--- src/hw/e1h_pkg.sv ---
// Shared constants and types for the E1 host access and channel reset block
package e1h_pkg;

  // ****************************************
  // Timing
  // ****************************************
  localparam int unsigned CLK_NS = 10;
  localparam int unsigned GRST_MAX_NS = 1000;
  localparam int unsigned CH_RST_MAX_NS = 1000;
  localparam logic [6:0] GRST_CYC = 7'(GRST_MAX_NS / CLK_NS);
  localparam int unsigned CH_RST_CYC = CH_RST_MAX_NS / CLK_NS;
  localparam longint unsigned SEC_NS = 64'd1000000000;
  localparam int unsigned SEC_CYC = int'(SEC_NS / CLK_NS);

  // ****************************************
  // Global register offsets
  // ****************************************
  localparam logic [10:0] OFF_ID = 11'h000;
  localparam logic [10:0] OFF_RST = 11'h040;
  localparam logic [10:0] OFF_GCF = 11'h080;
  localparam logic [10:0] OFF_MON = 11'h0C0;
  localparam logic [10:0] OFF_GPIO = 11'h100;
  localparam logic [10:0] OFF_E1_CLOCK_OUTPUT_CTRL = 11'h1C0;
  localparam logic [10:0] OFF_REF_OUTPUT_CONFIG = 11'h200;
  localparam logic [10:0] OFF_REF_A_SOURCE_SELECT = 11'h240;
  localparam logic [10:0] OFF_REF_B_SOURCE_SELECT = 11'h280;
  localparam logic [10:0] OFF_IRQ1 = 11'h2C0;
  localparam logic [10:0] OFF_IRQ2 = 11'h300;
  localparam logic [10:0] OFF_IRQ3 = 11'h340;
  localparam logic [10:0] OFF_IRQ0 = 11'h380;
  localparam logic [10:0] OFF_TMR = 11'h3C0;

  // ****************************************
  // Per-channel register offsets within a 64-byte block
  // ****************************************
  localparam logic [5:0] CH_OFF_CFG = 6'h01;
  localparam logic [5:0] CH_OFF_TX_CONFIG_REGISTER_0 = 6'h04;
  localparam logic [5:0] CH_OFF_RX_CONFIG_REGISTER_0 = 6'h0A;
  localparam logic [5:0] CH_OFF_MODE = 6'h3F;
  localparam logic [4:0] CH0_BLK = 5'h1F;
  localparam logic [4:0] LAST_CH_BLK = 5'h14;
  localparam int unsigned NUM_CH = 22;

  // ****************************************
  // Field positions
  // ****************************************
  localparam int unsigned CHANNEL_SOFT_RESET_BIT_BIT = 1;
  localparam int unsigned HIZ_BIT = 6;
  localparam int unsigned GCF_GLOBAL_IRQ_MASK = 1;
  localparam int unsigned GCF_TM_IM = 0;
  localparam int unsigned MODE_E1_BIT = 0;
  localparam int unsigned MODE_FMT_BIT = 1;

  // ****************************************
  // Reset values and codes
  // ****************************************
  localparam logic [7:0] TX_CONFIG_REGISTER_0_RST = 8'h00;
  localparam logic [7:0] RX_CONFIG_REGISTER_0_RST = 8'h40;
  localparam logic [4:0] GCF_RST = 5'h03;
  localparam logic [2:0] TERM_OFF = 3'h0;
  localparam logic [2:0] TERM_120 = 3'h2;
  localparam logic [2:0] TERM_75 = 3'h3;
  localparam logic [1:0] IRQ_OD = 2'h0;
  localparam logic [1:0] IRQ_PP_LOW = 2'h1;
  localparam logic [1:0] IRQ_PP_HIGH = 2'h2;
  localparam logic [4:0] SER_HDR_LAST = 5'h0F;
  localparam logic [4:0] SER_DATA_LAST = 5'h17;
  localparam logic [4:0] SER_BITS = 5'h18;

  // ****************************************
  // Access sequencer states
  // ****************************************
  typedef enum logic [2:0] {
    ST_IDLE = 3'h0,
    ST_RD1 = 3'h1,
    ST_RD2 = 3'h3,
    ST_HOLD = 3'h2,
    ST_WR = 3'h6
  } e1h_acc_t;

endpackage

--- src/hw/e1h_chan_mem.sv ---
// Per-channel configuration byte store with registered read data
`timescale 1ns/100ps
`default_nettype none
module e1h_chan_mem (
  // Clock
  input wire logic mclk,
  // Write port
  input wire logic we,
  input wire logic [5:0] waddr,
  input wire logic [7:0] wdata,
  // Read port
  input wire logic [5:0] raddr,
  output logic [7:0] rdata
);

  typedef struct packed {
    logic [63:0][7:0] mem;
    logic [7:0] rdata;
  } e1h_mem_st_t;

  e1h_mem_st_t s_r;
  e1h_mem_st_t s_nxt;

  always_comb begin
    s_nxt = s_r;
    s_nxt.rdata = s_r.mem[raddr];
    if (we) begin
      s_nxt.mem[waddr] = wdata;
    end
  end

  always_ff @(posedge mclk) begin
    s_r <= s_nxt;
  end

  assign rdata = s_r.rdata;

endmodule
`default_nettype wire

--- src/hw/e1h_host_ctrl.sv ---
// Host register access, global registers and per-channel soft reset
`timescale 1ns/100ps
`default_nettype none
module e1h_host_ctrl #(
  parameter logic [7:0] ID_VALUE = 8'h5A, // Arbitrary value
  parameter int unsigned SEC_CYC = e1h_pkg::SEC_CYC
) (
  // Clock and reset
  input wire logic mclk,
  input wire logic rst,
  // Interface straps
  input wire logic serial_sel,
  input wire logic strobe_style_strap,
  input wire logic bus_multiplex_strap,
  // Host bus
  input wire logic cs_n,
  input wire logic sclk,
  input wire logic serial_data_in,
  input wire logic data_strobe_n,
  input wire logic rw,
  input wire logic rd_n,
  input wire logic wr_n,
  input wire logic address_strobe,
  input wire logic [10:0] addr_i,
  input wire logic [7:0] data_i,
  output logic [7:0] data_o,
  output logic data_oe,
  output logic resp_o,
  output logic resp_oe,
  // Protection pins
  input wire logic oe_pin,
  input wire logic rx_impedance_mode_pin,
  // Channel side
  input wire logic [21:0] chan_irq,
  output logic [21:0] chan_soft_rst,
  output logic [21:0] e1_mode,
  output logic [21:0] sys_fmt_sel,
  output logic [21:0] tx_line_en,
  output logic [21:0] rx_line_en,
  output logic [65:0] tx_term_code,
  output logic [65:0] rx_term_code,
  // Global outputs
  output logic irq_o,
  output logic irq_oe,
  output logic [1:0] gpio_o,
  output logic [1:0] gpio_oe,
  output logic gcf_copy,
  output logic [5:0] mon_sel,
  output logic [1:0] clke1_ctrl,
  output logic [6:0] ref_cfg,
  output logic [6:0] ref_a_cfg,
  output logic [6:0] ref_b_cfg
);

  typedef struct packed {
    logic mode_ser;
    logic mode_rw;
    logic mode_mux;
    e1h_pkg::e1h_acc_t st;
    logic [10:0] addr;
    logic [7:0] wdata;
    logic is_rd;
    logic [7:0] alat;
    logic strobe_q;
    logic sclk_q;
    logic [15:0] sh;
    logic [4:0] bitcnt;
    logic [7:0] sdo_sh;
    logic [7:0] data_o;
    logic data_oe;
    logic resp_o;
    logic resp_oe;
    logic [4:0] global_configuration;
    logic [5:0] mon;
    logic [3:0] gpio;
    logic [1:0] e1_clock_output_ctrl;
    logic [6:0] ref_output_config;
    logic [6:0] ref_a_source_select;
    logic [6:0] ref_b_source_select;
    logic [26:0] tmr;
    logic tm_flag;
    logic [6:0] grst_cnt;
    logic [5:0] ptr;
    logic cr_busy;
    logic cr_slot;
    logic [4:0] cr_ch;
    logic [21:0] channel_soft_reset_bit;
    logic [21:0] e1;
    logic [21:0] fmt;
    logic [21:0] tx_oe;
    logic [21:0] rx_hiz;
    logic [65:0] tx_term;
    logic [65:0] rx_term;
    logic irq_o;
    logic irq_oe;
  } e1h_top_st_t;

  // ****************************************
  // Helpers
  // ****************************************
  function automatic logic [4:0] chan_of(input logic [10:0] a);
    return (a[10:6] == e1h_pkg::CH0_BLK) ? 5'h00 : 5'(a[10:6] + 5'h01);
  endfunction

  function automatic logic chan_hit(input logic [10:0] a, input logic [5:0] off);
    return (a[5:0] == off) && ((a[10:6] <= e1h_pkg::LAST_CH_BLK) ||
                               (a[10:6] == e1h_pkg::CH0_BLK));
  endfunction

  function automatic logic [5:0] mem_idx(input logic slot, input logic [4:0] ch);
    return {slot, ch};
  endfunction

  function automatic logic [4:0] first_set(input logic [21:0] v);
    logic [4:0] r;
    r = 5'h00;
    for (int i = 21; i >= 0; i--) begin
      if (v[i]) begin
        r = 5'(i);
      end
    end
    return r;
  endfunction

  function automatic e1h_top_st_t defaults(input e1h_top_st_t cur);
    e1h_top_st_t d;
    d = '0;
    d.mode_ser = cur.mode_ser;
    d.mode_rw = cur.mode_rw;
    d.mode_mux = cur.mode_mux;
    d.st = e1h_pkg::ST_IDLE;
    d.global_configuration = e1h_pkg::GCF_RST;
    d.rx_hiz = '1;
    d.grst_cnt = e1h_pkg::GRST_CYC;
    d.irq_oe = 1'b0;
    return d;
  endfunction

  e1h_top_st_t s_r;
  e1h_top_st_t s_nxt;
  logic [7:0] mem_rdata;
  logic mem_we;
  logic [5:0] mem_waddr;
  logic [7:0] mem_wdata;
  logic [5:0] mem_raddr;

  // ****************************************
  // Next state
  // ****************************************
  always_comb begin
    logic strobe;
    logic req_rd;
    logic req_wr;
    logic [10:0] req_addr;
    logic [7:0] req_wdata;
    logic [4:0] ch;
    logic [7:0] rd;
    logic [15:0] hdr;
    logic active;
    strobe = 1'b0;
    req_rd = 1'b0;
    req_wr = 1'b0;
    req_addr = 11'h000;
    req_wdata = 8'h00;
    ch = chan_of(s_r.addr);
    rd = 8'h00;
    hdr = {s_r.sh[14:0], serial_data_in};
    active = 1'b0;
    s_nxt = s_r;
    mem_we = 1'b0;
    mem_waddr = 6'h00;
    mem_wdata = 8'h00;
    mem_raddr = mem_idx(s_r.addr[5:0] == e1h_pkg::CH_OFF_RX_CONFIG_REGISTER_0, ch);

    // Front ends: parallel strobes and serial shifter
    if (!s_r.mode_ser) begin
      strobe = !cs_n && (s_r.mode_rw ? (!rd_n || !wr_n) : !data_strobe_n);
    end
    s_nxt.strobe_q = strobe;
    s_nxt.sclk_q = sclk;
    if (s_r.mode_mux && address_strobe) begin
      s_nxt.alat = data_i;
    end
    if (!s_r.mode_ser) begin
      s_nxt.resp_oe = !cs_n;
      if (strobe && !s_r.strobe_q) begin
        req_rd = s_r.mode_rw ? !rd_n : rw;
        req_wr = !req_rd;
        req_addr = s_r.mode_mux ? {addr_i[10:8], s_r.alat} : addr_i;
        req_wdata = data_i;
      end
    end else if (cs_n) begin
      s_nxt.bitcnt = 5'h00;
      s_nxt.resp_oe = 1'b0;
    end else begin
      if (sclk && !s_r.sclk_q && s_r.bitcnt < e1h_pkg::SER_BITS) begin
        s_nxt.sh = hdr;
        s_nxt.bitcnt = 5'(s_r.bitcnt + 5'h01);
        if (s_r.bitcnt == e1h_pkg::SER_HDR_LAST) begin
          s_nxt.addr = hdr[10:0];
          s_nxt.is_rd = hdr[15];
          req_rd = hdr[15];
          req_addr = hdr[10:0];
        end
        if (s_r.bitcnt == e1h_pkg::SER_DATA_LAST && !s_r.is_rd) begin
          req_wr = 1'b1;
          req_addr = s_r.addr;
          req_wdata = hdr[7:0];
        end
      end
      if (!sclk && s_r.sclk_q && s_r.is_rd && s_r.bitcnt > e1h_pkg::SER_HDR_LAST) begin
        s_nxt.resp_o = s_r.sdo_sh[7];
        s_nxt.sdo_sh = {s_r.sdo_sh[6:0], 1'b0};
      end
    end

    // Per-channel soft reset sequencer
    if (s_r.grst_cnt == 7'h00) begin
      if (s_r.cr_busy) begin
        mem_we = 1'b1;
        mem_waddr = mem_idx(s_r.cr_slot, s_r.cr_ch);
        mem_wdata = s_r.cr_slot ? e1h_pkg::RX_CONFIG_REGISTER_0_RST : e1h_pkg::TX_CONFIG_REGISTER_0_RST;
        s_nxt.cr_slot = 1'b1;
        if (s_r.cr_slot) begin
          s_nxt.cr_busy = 1'b0;
          s_nxt.channel_soft_reset_bit[s_r.cr_ch] = 1'b0;
          s_nxt.fmt[s_r.cr_ch] = 1'b0;
          s_nxt.tx_oe[s_r.cr_ch] = 1'b0;
          s_nxt.rx_hiz[s_r.cr_ch] = 1'b1;
          s_nxt.tx_term[s_r.cr_ch*3 +: 3] = e1h_pkg::TX_CONFIG_REGISTER_0_RST[2:0];
          s_nxt.rx_term[s_r.cr_ch*3 +: 3] = e1h_pkg::RX_CONFIG_REGISTER_0_RST[2:0];
        end
      end else if (|s_r.channel_soft_reset_bit) begin
        s_nxt.cr_busy = 1'b1;
        s_nxt.cr_slot = 1'b0;
        s_nxt.cr_ch = first_set(s_r.channel_soft_reset_bit);
      end
    end

    // Access sequencer
    case (s_r.st)
      e1h_pkg::ST_IDLE: begin
        if ((req_rd || req_wr) && s_r.grst_cnt == 7'h00) begin
          s_nxt.addr = req_addr;
          s_nxt.is_rd = req_rd;
          s_nxt.wdata = req_wdata;
          s_nxt.st = req_rd ? e1h_pkg::ST_RD1 : e1h_pkg::ST_WR;
        end
      end
      e1h_pkg::ST_RD1: begin
        s_nxt.st = e1h_pkg::ST_RD2;
      end
      e1h_pkg::ST_RD2: begin
        case (s_r.addr)
          e1h_pkg::OFF_ID: rd = ID_VALUE;
          e1h_pkg::OFF_GCF: rd = {3'h0, s_r.global_configuration};
          e1h_pkg::OFF_MON: rd = {2'h0, s_r.mon};
          e1h_pkg::OFF_GPIO: rd = {4'h0, s_r.gpio};
          e1h_pkg::OFF_E1_CLOCK_OUTPUT_CTRL: rd = {4'h0, s_r.e1_clock_output_ctrl, 2'h0};
          e1h_pkg::OFF_REF_OUTPUT_CONFIG: rd = {1'h0, s_r.ref_output_config};
          e1h_pkg::OFF_REF_A_SOURCE_SELECT: rd = {1'h0, s_r.ref_a_source_select};
          e1h_pkg::OFF_REF_B_SOURCE_SELECT: rd = {1'h0, s_r.ref_b_source_select};
          e1h_pkg::OFF_IRQ1: rd = chan_irq[8:1];
          e1h_pkg::OFF_IRQ2: rd = chan_irq[16:9];
          e1h_pkg::OFF_IRQ3: rd = {3'h0, chan_irq[21:17]};
          e1h_pkg::OFF_IRQ0: rd = {chan_irq[0], 7'h00};
          e1h_pkg::OFF_TMR: begin
            rd = {7'h00, s_r.tm_flag};
            s_nxt.tm_flag = 1'b0;
          end
          default: begin
            if (chan_hit(s_r.addr, e1h_pkg::CH_OFF_CFG)) begin
              rd = {6'h00, s_r.channel_soft_reset_bit[ch], 1'b0};
            end else if (chan_hit(s_r.addr, e1h_pkg::CH_OFF_TX_CONFIG_REGISTER_0) ||
                         chan_hit(s_r.addr, e1h_pkg::CH_OFF_RX_CONFIG_REGISTER_0)) begin
              rd = mem_rdata;
            end else if (chan_hit(s_r.addr, e1h_pkg::CH_OFF_MODE)) begin
              rd = {6'h00, s_r.fmt[ch], s_r.e1[ch]};
            end
          end
        endcase
        if (s_r.mode_ser) begin
          s_nxt.sdo_sh = rd;
          s_nxt.resp_oe = 1'b1;
          s_nxt.st = e1h_pkg::ST_IDLE;
        end else begin
          s_nxt.data_o = rd;
          s_nxt.data_oe = 1'b1;
          s_nxt.st = e1h_pkg::ST_HOLD;
        end
      end
      e1h_pkg::ST_WR: begin
        if (!s_r.cr_busy) begin
          s_nxt.st = s_r.mode_ser ? e1h_pkg::ST_IDLE : e1h_pkg::ST_HOLD;
          case (s_r.addr)
            e1h_pkg::OFF_RST: s_nxt = defaults(s_r);
            e1h_pkg::OFF_GCF: s_nxt.global_configuration = s_r.wdata[4:0];
            e1h_pkg::OFF_MON: s_nxt.mon = s_r.wdata[5:0];
            e1h_pkg::OFF_GPIO: s_nxt.gpio = s_r.wdata[3:0];
            e1h_pkg::OFF_E1_CLOCK_OUTPUT_CTRL: s_nxt.e1_clock_output_ctrl = s_r.wdata[3:2];
            e1h_pkg::OFF_REF_OUTPUT_CONFIG: s_nxt.ref_output_config = s_r.wdata[6:0];
            e1h_pkg::OFF_REF_A_SOURCE_SELECT: s_nxt.ref_a_source_select = s_r.wdata[6:0];
            e1h_pkg::OFF_REF_B_SOURCE_SELECT: s_nxt.ref_b_source_select = s_r.wdata[6:0];
            default: begin
              if (chan_hit(s_r.addr, e1h_pkg::CH_OFF_CFG)) begin
                if (s_r.wdata[e1h_pkg::CHANNEL_SOFT_RESET_BIT_BIT]) begin
                  s_nxt.channel_soft_reset_bit[ch] = 1'b1;
                end
              end else if (chan_hit(s_r.addr, e1h_pkg::CH_OFF_TX_CONFIG_REGISTER_0)) begin
                mem_we = 1'b1;
                mem_waddr = mem_idx(1'b0, ch);
                mem_wdata = s_r.wdata;
                s_nxt.tx_oe[ch] = s_r.wdata[e1h_pkg::HIZ_BIT];
                s_nxt.tx_term[ch*3 +: 3] = s_r.wdata[2:0];
              end else if (chan_hit(s_r.addr, e1h_pkg::CH_OFF_RX_CONFIG_REGISTER_0)) begin
                mem_we = 1'b1;
                mem_waddr = mem_idx(1'b1, ch);
                mem_wdata = s_r.wdata;
                s_nxt.rx_hiz[ch] = s_r.wdata[e1h_pkg::HIZ_BIT];
                s_nxt.rx_term[ch*3 +: 3] = s_r.wdata[2:0];
              end else if (chan_hit(s_r.addr, e1h_pkg::CH_OFF_MODE)) begin
                s_nxt.e1[ch] = s_r.wdata[e1h_pkg::MODE_E1_BIT];
                s_nxt.fmt[ch] = s_r.wdata[e1h_pkg::MODE_FMT_BIT];
              end
            end
          endcase
        end
      end
      e1h_pkg::ST_HOLD: begin
        if (!strobe) begin
          s_nxt.data_oe = 1'b0;
          s_nxt.st = e1h_pkg::ST_IDLE;
        end
      end
      default: begin
        s_nxt.st = e1h_pkg::ST_IDLE;
      end
    endcase

    // Handshake level for parallel modes
    if (!s_r.mode_ser) begin
      s_nxt.resp_o = s_r.mode_rw ? (s_nxt.st == e1h_pkg::ST_HOLD) :
                     (s_nxt.st != e1h_pkg::ST_HOLD);
    end

    // Whole-device soft reset walk over the channel store
    if (s_r.grst_cnt != 7'h00) begin
      s_nxt.grst_cnt = 7'(s_r.grst_cnt - 7'h01);
      s_nxt.ptr = 6'(s_r.ptr + 6'h01);
      mem_we = 1'b1;
      mem_waddr = s_r.ptr;
      mem_wdata = s_r.ptr[5] ? e1h_pkg::RX_CONFIG_REGISTER_0_RST : e1h_pkg::TX_CONFIG_REGISTER_0_RST;
    end

    // One-second timer; a set wins over the read clear
    if (s_r.tmr == 27'(SEC_CYC - 1)) begin
      s_nxt.tmr = 27'h0000000;
      s_nxt.tm_flag = 1'b1;
    end else begin
      s_nxt.tmr = 27'(s_r.tmr + 27'h0000001);
    end

    // Interrupt pin
    active = (|chan_irq && !s_nxt.global_configuration[e1h_pkg::GCF_GLOBAL_IRQ_MASK]) ||
             (s_nxt.tm_flag && !s_nxt.global_configuration[e1h_pkg::GCF_TM_IM]);
    case (s_nxt.global_configuration[3:2])
      e1h_pkg::IRQ_PP_LOW: begin
        s_nxt.irq_o = !active;
        s_nxt.irq_oe = 1'b1;
      end
      e1h_pkg::IRQ_PP_HIGH: begin
        s_nxt.irq_o = active;
        s_nxt.irq_oe = 1'b1;
      end
      default: begin
        s_nxt.irq_o = 1'b0;
        s_nxt.irq_oe = active;
      end
    endcase

    // Straps are caught only while reset is held
    if (rst) begin
      s_nxt = defaults(s_r);
      s_nxt.mode_ser = !serial_sel;
      s_nxt.mode_rw = strobe_style_strap;
      s_nxt.mode_mux = bus_multiplex_strap;
    end
  end

  always_ff @(posedge mclk) begin
    s_r <= s_nxt;
  end

  // ****************************************
  // Channel configuration store
  // ****************************************
  e1h_chan_mem u_mem (
    .mclk(mclk),
    .we(mem_we),
    .waddr(mem_waddr),
    .wdata(mem_wdata),
    .raddr(mem_raddr),
    .rdata(mem_rdata)
  );

  // ****************************************
  // Outputs
  // ****************************************
  assign data_o = s_r.data_o;
  assign data_oe = s_r.data_oe;
  assign resp_o = s_r.resp_o;
  assign resp_oe = s_r.resp_oe;
  assign chan_soft_rst = s_r.channel_soft_reset_bit;
  assign e1_mode = s_r.e1;
  assign sys_fmt_sel = s_r.fmt;
  assign tx_term_code = s_r.tx_term;
  assign irq_o = s_r.irq_o;
  assign irq_oe = s_r.irq_oe;
  assign gpio_o = s_r.gpio[3:2];
  assign gpio_oe = s_r.gpio[1:0];
  assign gcf_copy = s_r.global_configuration[4];
  assign mon_sel = s_r.mon;
  assign clke1_ctrl = s_r.e1_clock_output_ctrl;
  assign ref_cfg = s_r.ref_output_config;
  assign ref_a_cfg = s_r.ref_a_source_select;
  assign ref_b_cfg = s_r.ref_b_source_select;
  // Protection pins act without a clock edge
  assign tx_line_en = s_r.tx_oe & ~s_r.channel_soft_reset_bit & {22{oe_pin}};
  assign rx_line_en = ~s_r.rx_hiz & ~s_r.channel_soft_reset_bit & {22{oe_pin}};
  assign rx_term_code = rx_impedance_mode_pin ? {22{e1h_pkg::TERM_OFF}} : s_r.rx_term;

endmodule
`default_nettype wire

--- config.mk ---
export PLATFORM = sky130hd
export DESIGN_NAME = e1h_host_ctrl
export DESIGN_NICKNAME = d
export VERILOG_FILES = /design/src/hw/e1h_pkg.sv /design/src/hw/e1h_chan_mem.sv /design/src/hw/e1h_host_ctrl.sv
export SDC_FILE = /design/constraint.sdc
export NUM_CORES = 2
export LEC_CHECK = 0
export BUFFER_PORTS_ARGS = -buffer_cell sky130_fd_sc_hd__buf_2
export CORE_AREA = 3 3 333 335
export CTS_CLUSTER_DIAMETER = 40
export DETAILED_ROUTE_END_ITERATION = 7
export DIE_AREA = 0 0 336 338
export RECOVER_POWER = 50
export SLEW_MARGIN = 0
export SYNTH_ARGS = -nofsm -noshare
export SYNTH_HDL_FRONTEND = slang
export SYNTH_SLANG_ARGS = --single-unit
export TNS_END_PERCENT = 100
--- constraint.sdc ---
create_clock -name mclk -period 9.05 [get_ports mclk]
set_input_delay 1.81 -clock mclk [delete_from_list [all_inputs] [get_ports mclk]]
set_output_delay 1.81 -clock mclk [all_outputs]
set_load 0.02 [all_outputs]
==> impl_metrics.py <==
metrics = {
    "placement": {
        "globalplace.congestion": 0.962,
        "place_hpwl_um": 112000,
        "io_buffer_count": 344,
    },
    "cells_and_area": {
        "seqCellArea_um2": 23700,
        "diodes": 0,
        "final_layout_size_suffix_gt1_share_pct": 12.0,
        "area.growth.synth_to_final_pct": 13.9,
        "fill_cells": 10200,
        "multi_input_area_um2": 17000,
        "fin_nets": 4317,
    },
    "clock_tree": {
        "cts.path.max_buffers": 3,
        "clk_latency_ns": 0.75,
        "cts_tree": "built",
        "ctsHtreeMaxLevel": 4,
        "cts_hold_buffers": 0,
        "clk_pin_slew_ns": 0.06,
        "cts_num_sinks": 925,
        "cts-buffers-inserted": 131,
        "cts.repair.resized": 0,
        "root_buffer": "clkbuf_16",
        "postCtsSetupRepairBufs": 0,
    },
    "critical_path": {
        "cp_max_fo": 30,
        "r2r_start": "s_r[395]",
        "cp-start-kind": "flop",
        "reg2reg_to": "tx_term_code[7]",
        "worst-path-buf-inv": 5,
        "slowest_stage": "clkbuf_1",
        "ff2ff_path_depth": 14,
        "r2r_setup_slack_ns": 2.10,
        "path_class": "reg2reg",
        "cp_data_required_time_ns": 9.67,
        "worstPathArrival_ns": 7.57,
        "cp_common_cell": "clkbuf_1",
        "crit_path_end_kind": "flop",
        "cp_top_family": "buffers and inverters",
        "crit_chain": "ha_1, clkbuf_1, inv_1, nor2_1, ha_2, clkbuf_1, nor2b_1, o21a_1, or3_1, buf_4, nor2_1, clkbuf_1, a31oi_1, a32o_1",
        "slowest_delay_ns": 1.56,
    },
    "pwr": {
        "irDropWorstVdd_mv": 0.189,
        "power_leakage_uw": 0.0170,
        "power_density_nw_per_um2": 202,
        "power_uw": 9940,
    },
    "run_status": {
        "violations": "max-capacitance violations, max-slew violations",
        "status": "complete, but fails checks",
    },
    "logic_synthesis": {
        "yosys-top-cells-count": "edfxtp_1, nand2_1, dfxtp_1, nor2_1, clkbuf_1",
        "synth_top_family_by_area": "simple AND/OR/NAND/NOR gates",
        "yosysTopAreaCellShare_pct": 35.8,
        "synth_cells": 4136,
        "synth_fa_ha_area_share_pct": 0.695,
        "syn_area_um2": 43200,
        "synthTopCellsByArea": "edfxtp_1, dfxtp_1, nand2_1, nor2_1, buf_4",
        "postSynthAreaPerCell_um2": 10.5,
        "synth_xor_xnor_area_share_pct": 0.747,
        "synthesis.nets": 4216,
        "synthMuxAreaShare_pct": 5.39,
        "synth_edf_count": 515,
        "synth_warnings": 0,
        "yosys.area_share.simple_pct": 16.9,
        "netlist.top_cell.by_area": "edfxtp_1",
        "synth_ff_type": "edfxtp_1",
        "synthDistinctLibCells": 88,
        "synth_compound_area_share_pct": 15.5,
        "ys_seq_elements": 925,
        "yosysMostFrequentCell": "edfxtp_1",
        "async_reset_ff_share_pct": 0,
        "synth_seq_area_share_pct": 54.8,
    },
    "sta": {
        "setup_viol": 0,
        "fmax_mhz": 144,
        "fin_setup_tns_ns": 0,
        "finClkSkew_ns": 0.0445,
        "finalCritPeriodShare_pct": 76.8,
        "slew_headroom_pct": -75.2,
        "fin_crit_ns": 6.95,
        "slew_violations": 306,
        "worst_slew_pin_slew_ns": 2.63,
        "rsz0062_at_grt": "false",
        "hold_viol": 0,
    },
    "routing": {
        "first_pass_iters": 7,
        "via_count": 35800,
        "drt-initial-drc-count": 4710,
        "viasPerCell": 6.22,
        "ant_nets": 0,
        "drc": 0,
        "avgRoutedWirePerCell_um": 28.2,
        "routed_wl_um": 163000,
    },
    "global_route": {
        "grt_pass1_vias": 33500,
        "overflow": 0,
        "grt_max_degree": 162,
        "grt_pass1_wl_um": 234000,
        "antenna_found_initial": 1,
        "grt_use_total_pct": 27.8,
    },
    "min_path": {
        "hp-class": "reg2reg",
        "whs_endpoint": "s_r[368]",
        "hp-start": "s_r[367]",
        "hold_depth": 2,
    },
    "floorplan": {
        "core_um2": 108000,
        "start_util_pct": 39.9,
        "die_height_um": 338,
        "num_rows": 121,
        "design.die.area_um2": 114000,
        "ios": 345,
        "die_w_um": 336,
    },
    "run": {
        "drv_cap": 10,
    },
}
-- report_power, final --
part           total [uW]  switching, uW  internal (uW)
sequential           4440           21.9           4420
combinational         169            121           47.4
clock                5330           2010           3320
-- cell type report --
type | instances | area share [%]
inverter | 52 | 0.406
clock buffer | 158 | 7.22
clock inverter | 80 | 2.07
multi-input combinational | 2701 | 34.6
tap | 1414 | 3.59
timing repair buffer | 426 | 4.05
sequential | 925 | 48.1
-- tightest hold or removal path, stage by stage (launching register included) --
cell     delay [ns]
dfxtp_1        0.31
nand2_1        0.05
a21oi_1        0.05
-- metal layers --
metal / vias to the layer above / part of all wire, % / GRT usage [%]
met4: 2 / 5.3 / 13.4
met3: 486 / 11 / 7.99
met5: - / 0.0098 / 0
met2: 2235 / 44 / 43.1
li1: 15600 / - / -
met1: 17500 / 39 / 35.7
-- placed cells by master, fill, tap and decap left out, drive strengths merged, types with 83 or more instances in the layout --
master / netlist / routed
edfxtp: 515 / 515
nand2: 450 / 450
clkbuf: 212 / 416
dfxtp: 410 / 410
nor2: 385 / 385
nand3: 179 / 179
a21oi: 178 / 178
buf: 246 / 168
o21ai: 159 / 159
a22oi: 118 / 118
nor2b: 99 / 99
mux2i: 90 / 90
nor3: 83 / 83
-- how the worst max path moves through the flow --
stage,startpoint,endpoint,slack (ns),cells after the start
6_report,s_r[395],tx_term_code[7],2.10,14
5_1_grt,s_r[395],u_mem.s_r[325],1.76,14
4_1_cts,s_r[395],u_mem.s_r[352],3.62,13
3_5_place_dp,s_r[395],u_mem.s_r[353],3.65,13
3_3_place_gp,s_r[395],u_mem.s_r[352],3.73,13
2_1_floorplan,s_r[395],u_mem.s_r[104],2.29,10
-- sequential cells by signal, indices dropped and copies added, names as in the netlist --
name           count
s_r              226
ref_b_cfg          7
tx_term_code      66
e1_mode           22
sys_fmt_sel       22
chan_soft_rst     22
resp_oe            1
data_o             8
irq_o              1
u_mem.s_r        512
u_mem.rdata        8
gpio_o             2
ref_a_cfg          7
mon_sel            6
gpio_oe            2
data_oe            1
clke1_ctrl         2
ref_cfg            7
resp_o             1
irq_oe             1
gcf_copy           1
-- stage by stage --
step | std cells | hold WS (ns) | util (%) | instance area, um^2 | worst slack (ns)
global route | 5756 | 0.474 | 45.4 | 49300 | 1.76
finish | 5756 | 0.450 | 45.4 | 49300 | 2.10
CTS | 5756 | 0.453 | 45.8 | 49700 | 3.62
global placement | 5518 | 0.437 | 41.6 | 45100 | 3.73
detailed placement | 5518 | 0.446 | 41.6 | 45100 | 3.65
floorplan | 4136 | 0.417 | - | 43200 | 2.29
-- kinds of logic (layout without fill, tap and decap cells) --
kind of cell | Yosys count | in the layout
flip-flops | 925 | 925
adder cells (fa/ha/maj) | 24 | 24
XOR/XNOR | 33 | 33
buffers and inverters | 510 | 716
multiplexers | 161 | 161
AO/OA/AOI/OAI | 965 | 965
AND/OR/NAND/NOR | 1518 | 1518
Power figures use the tool's default switching activity.
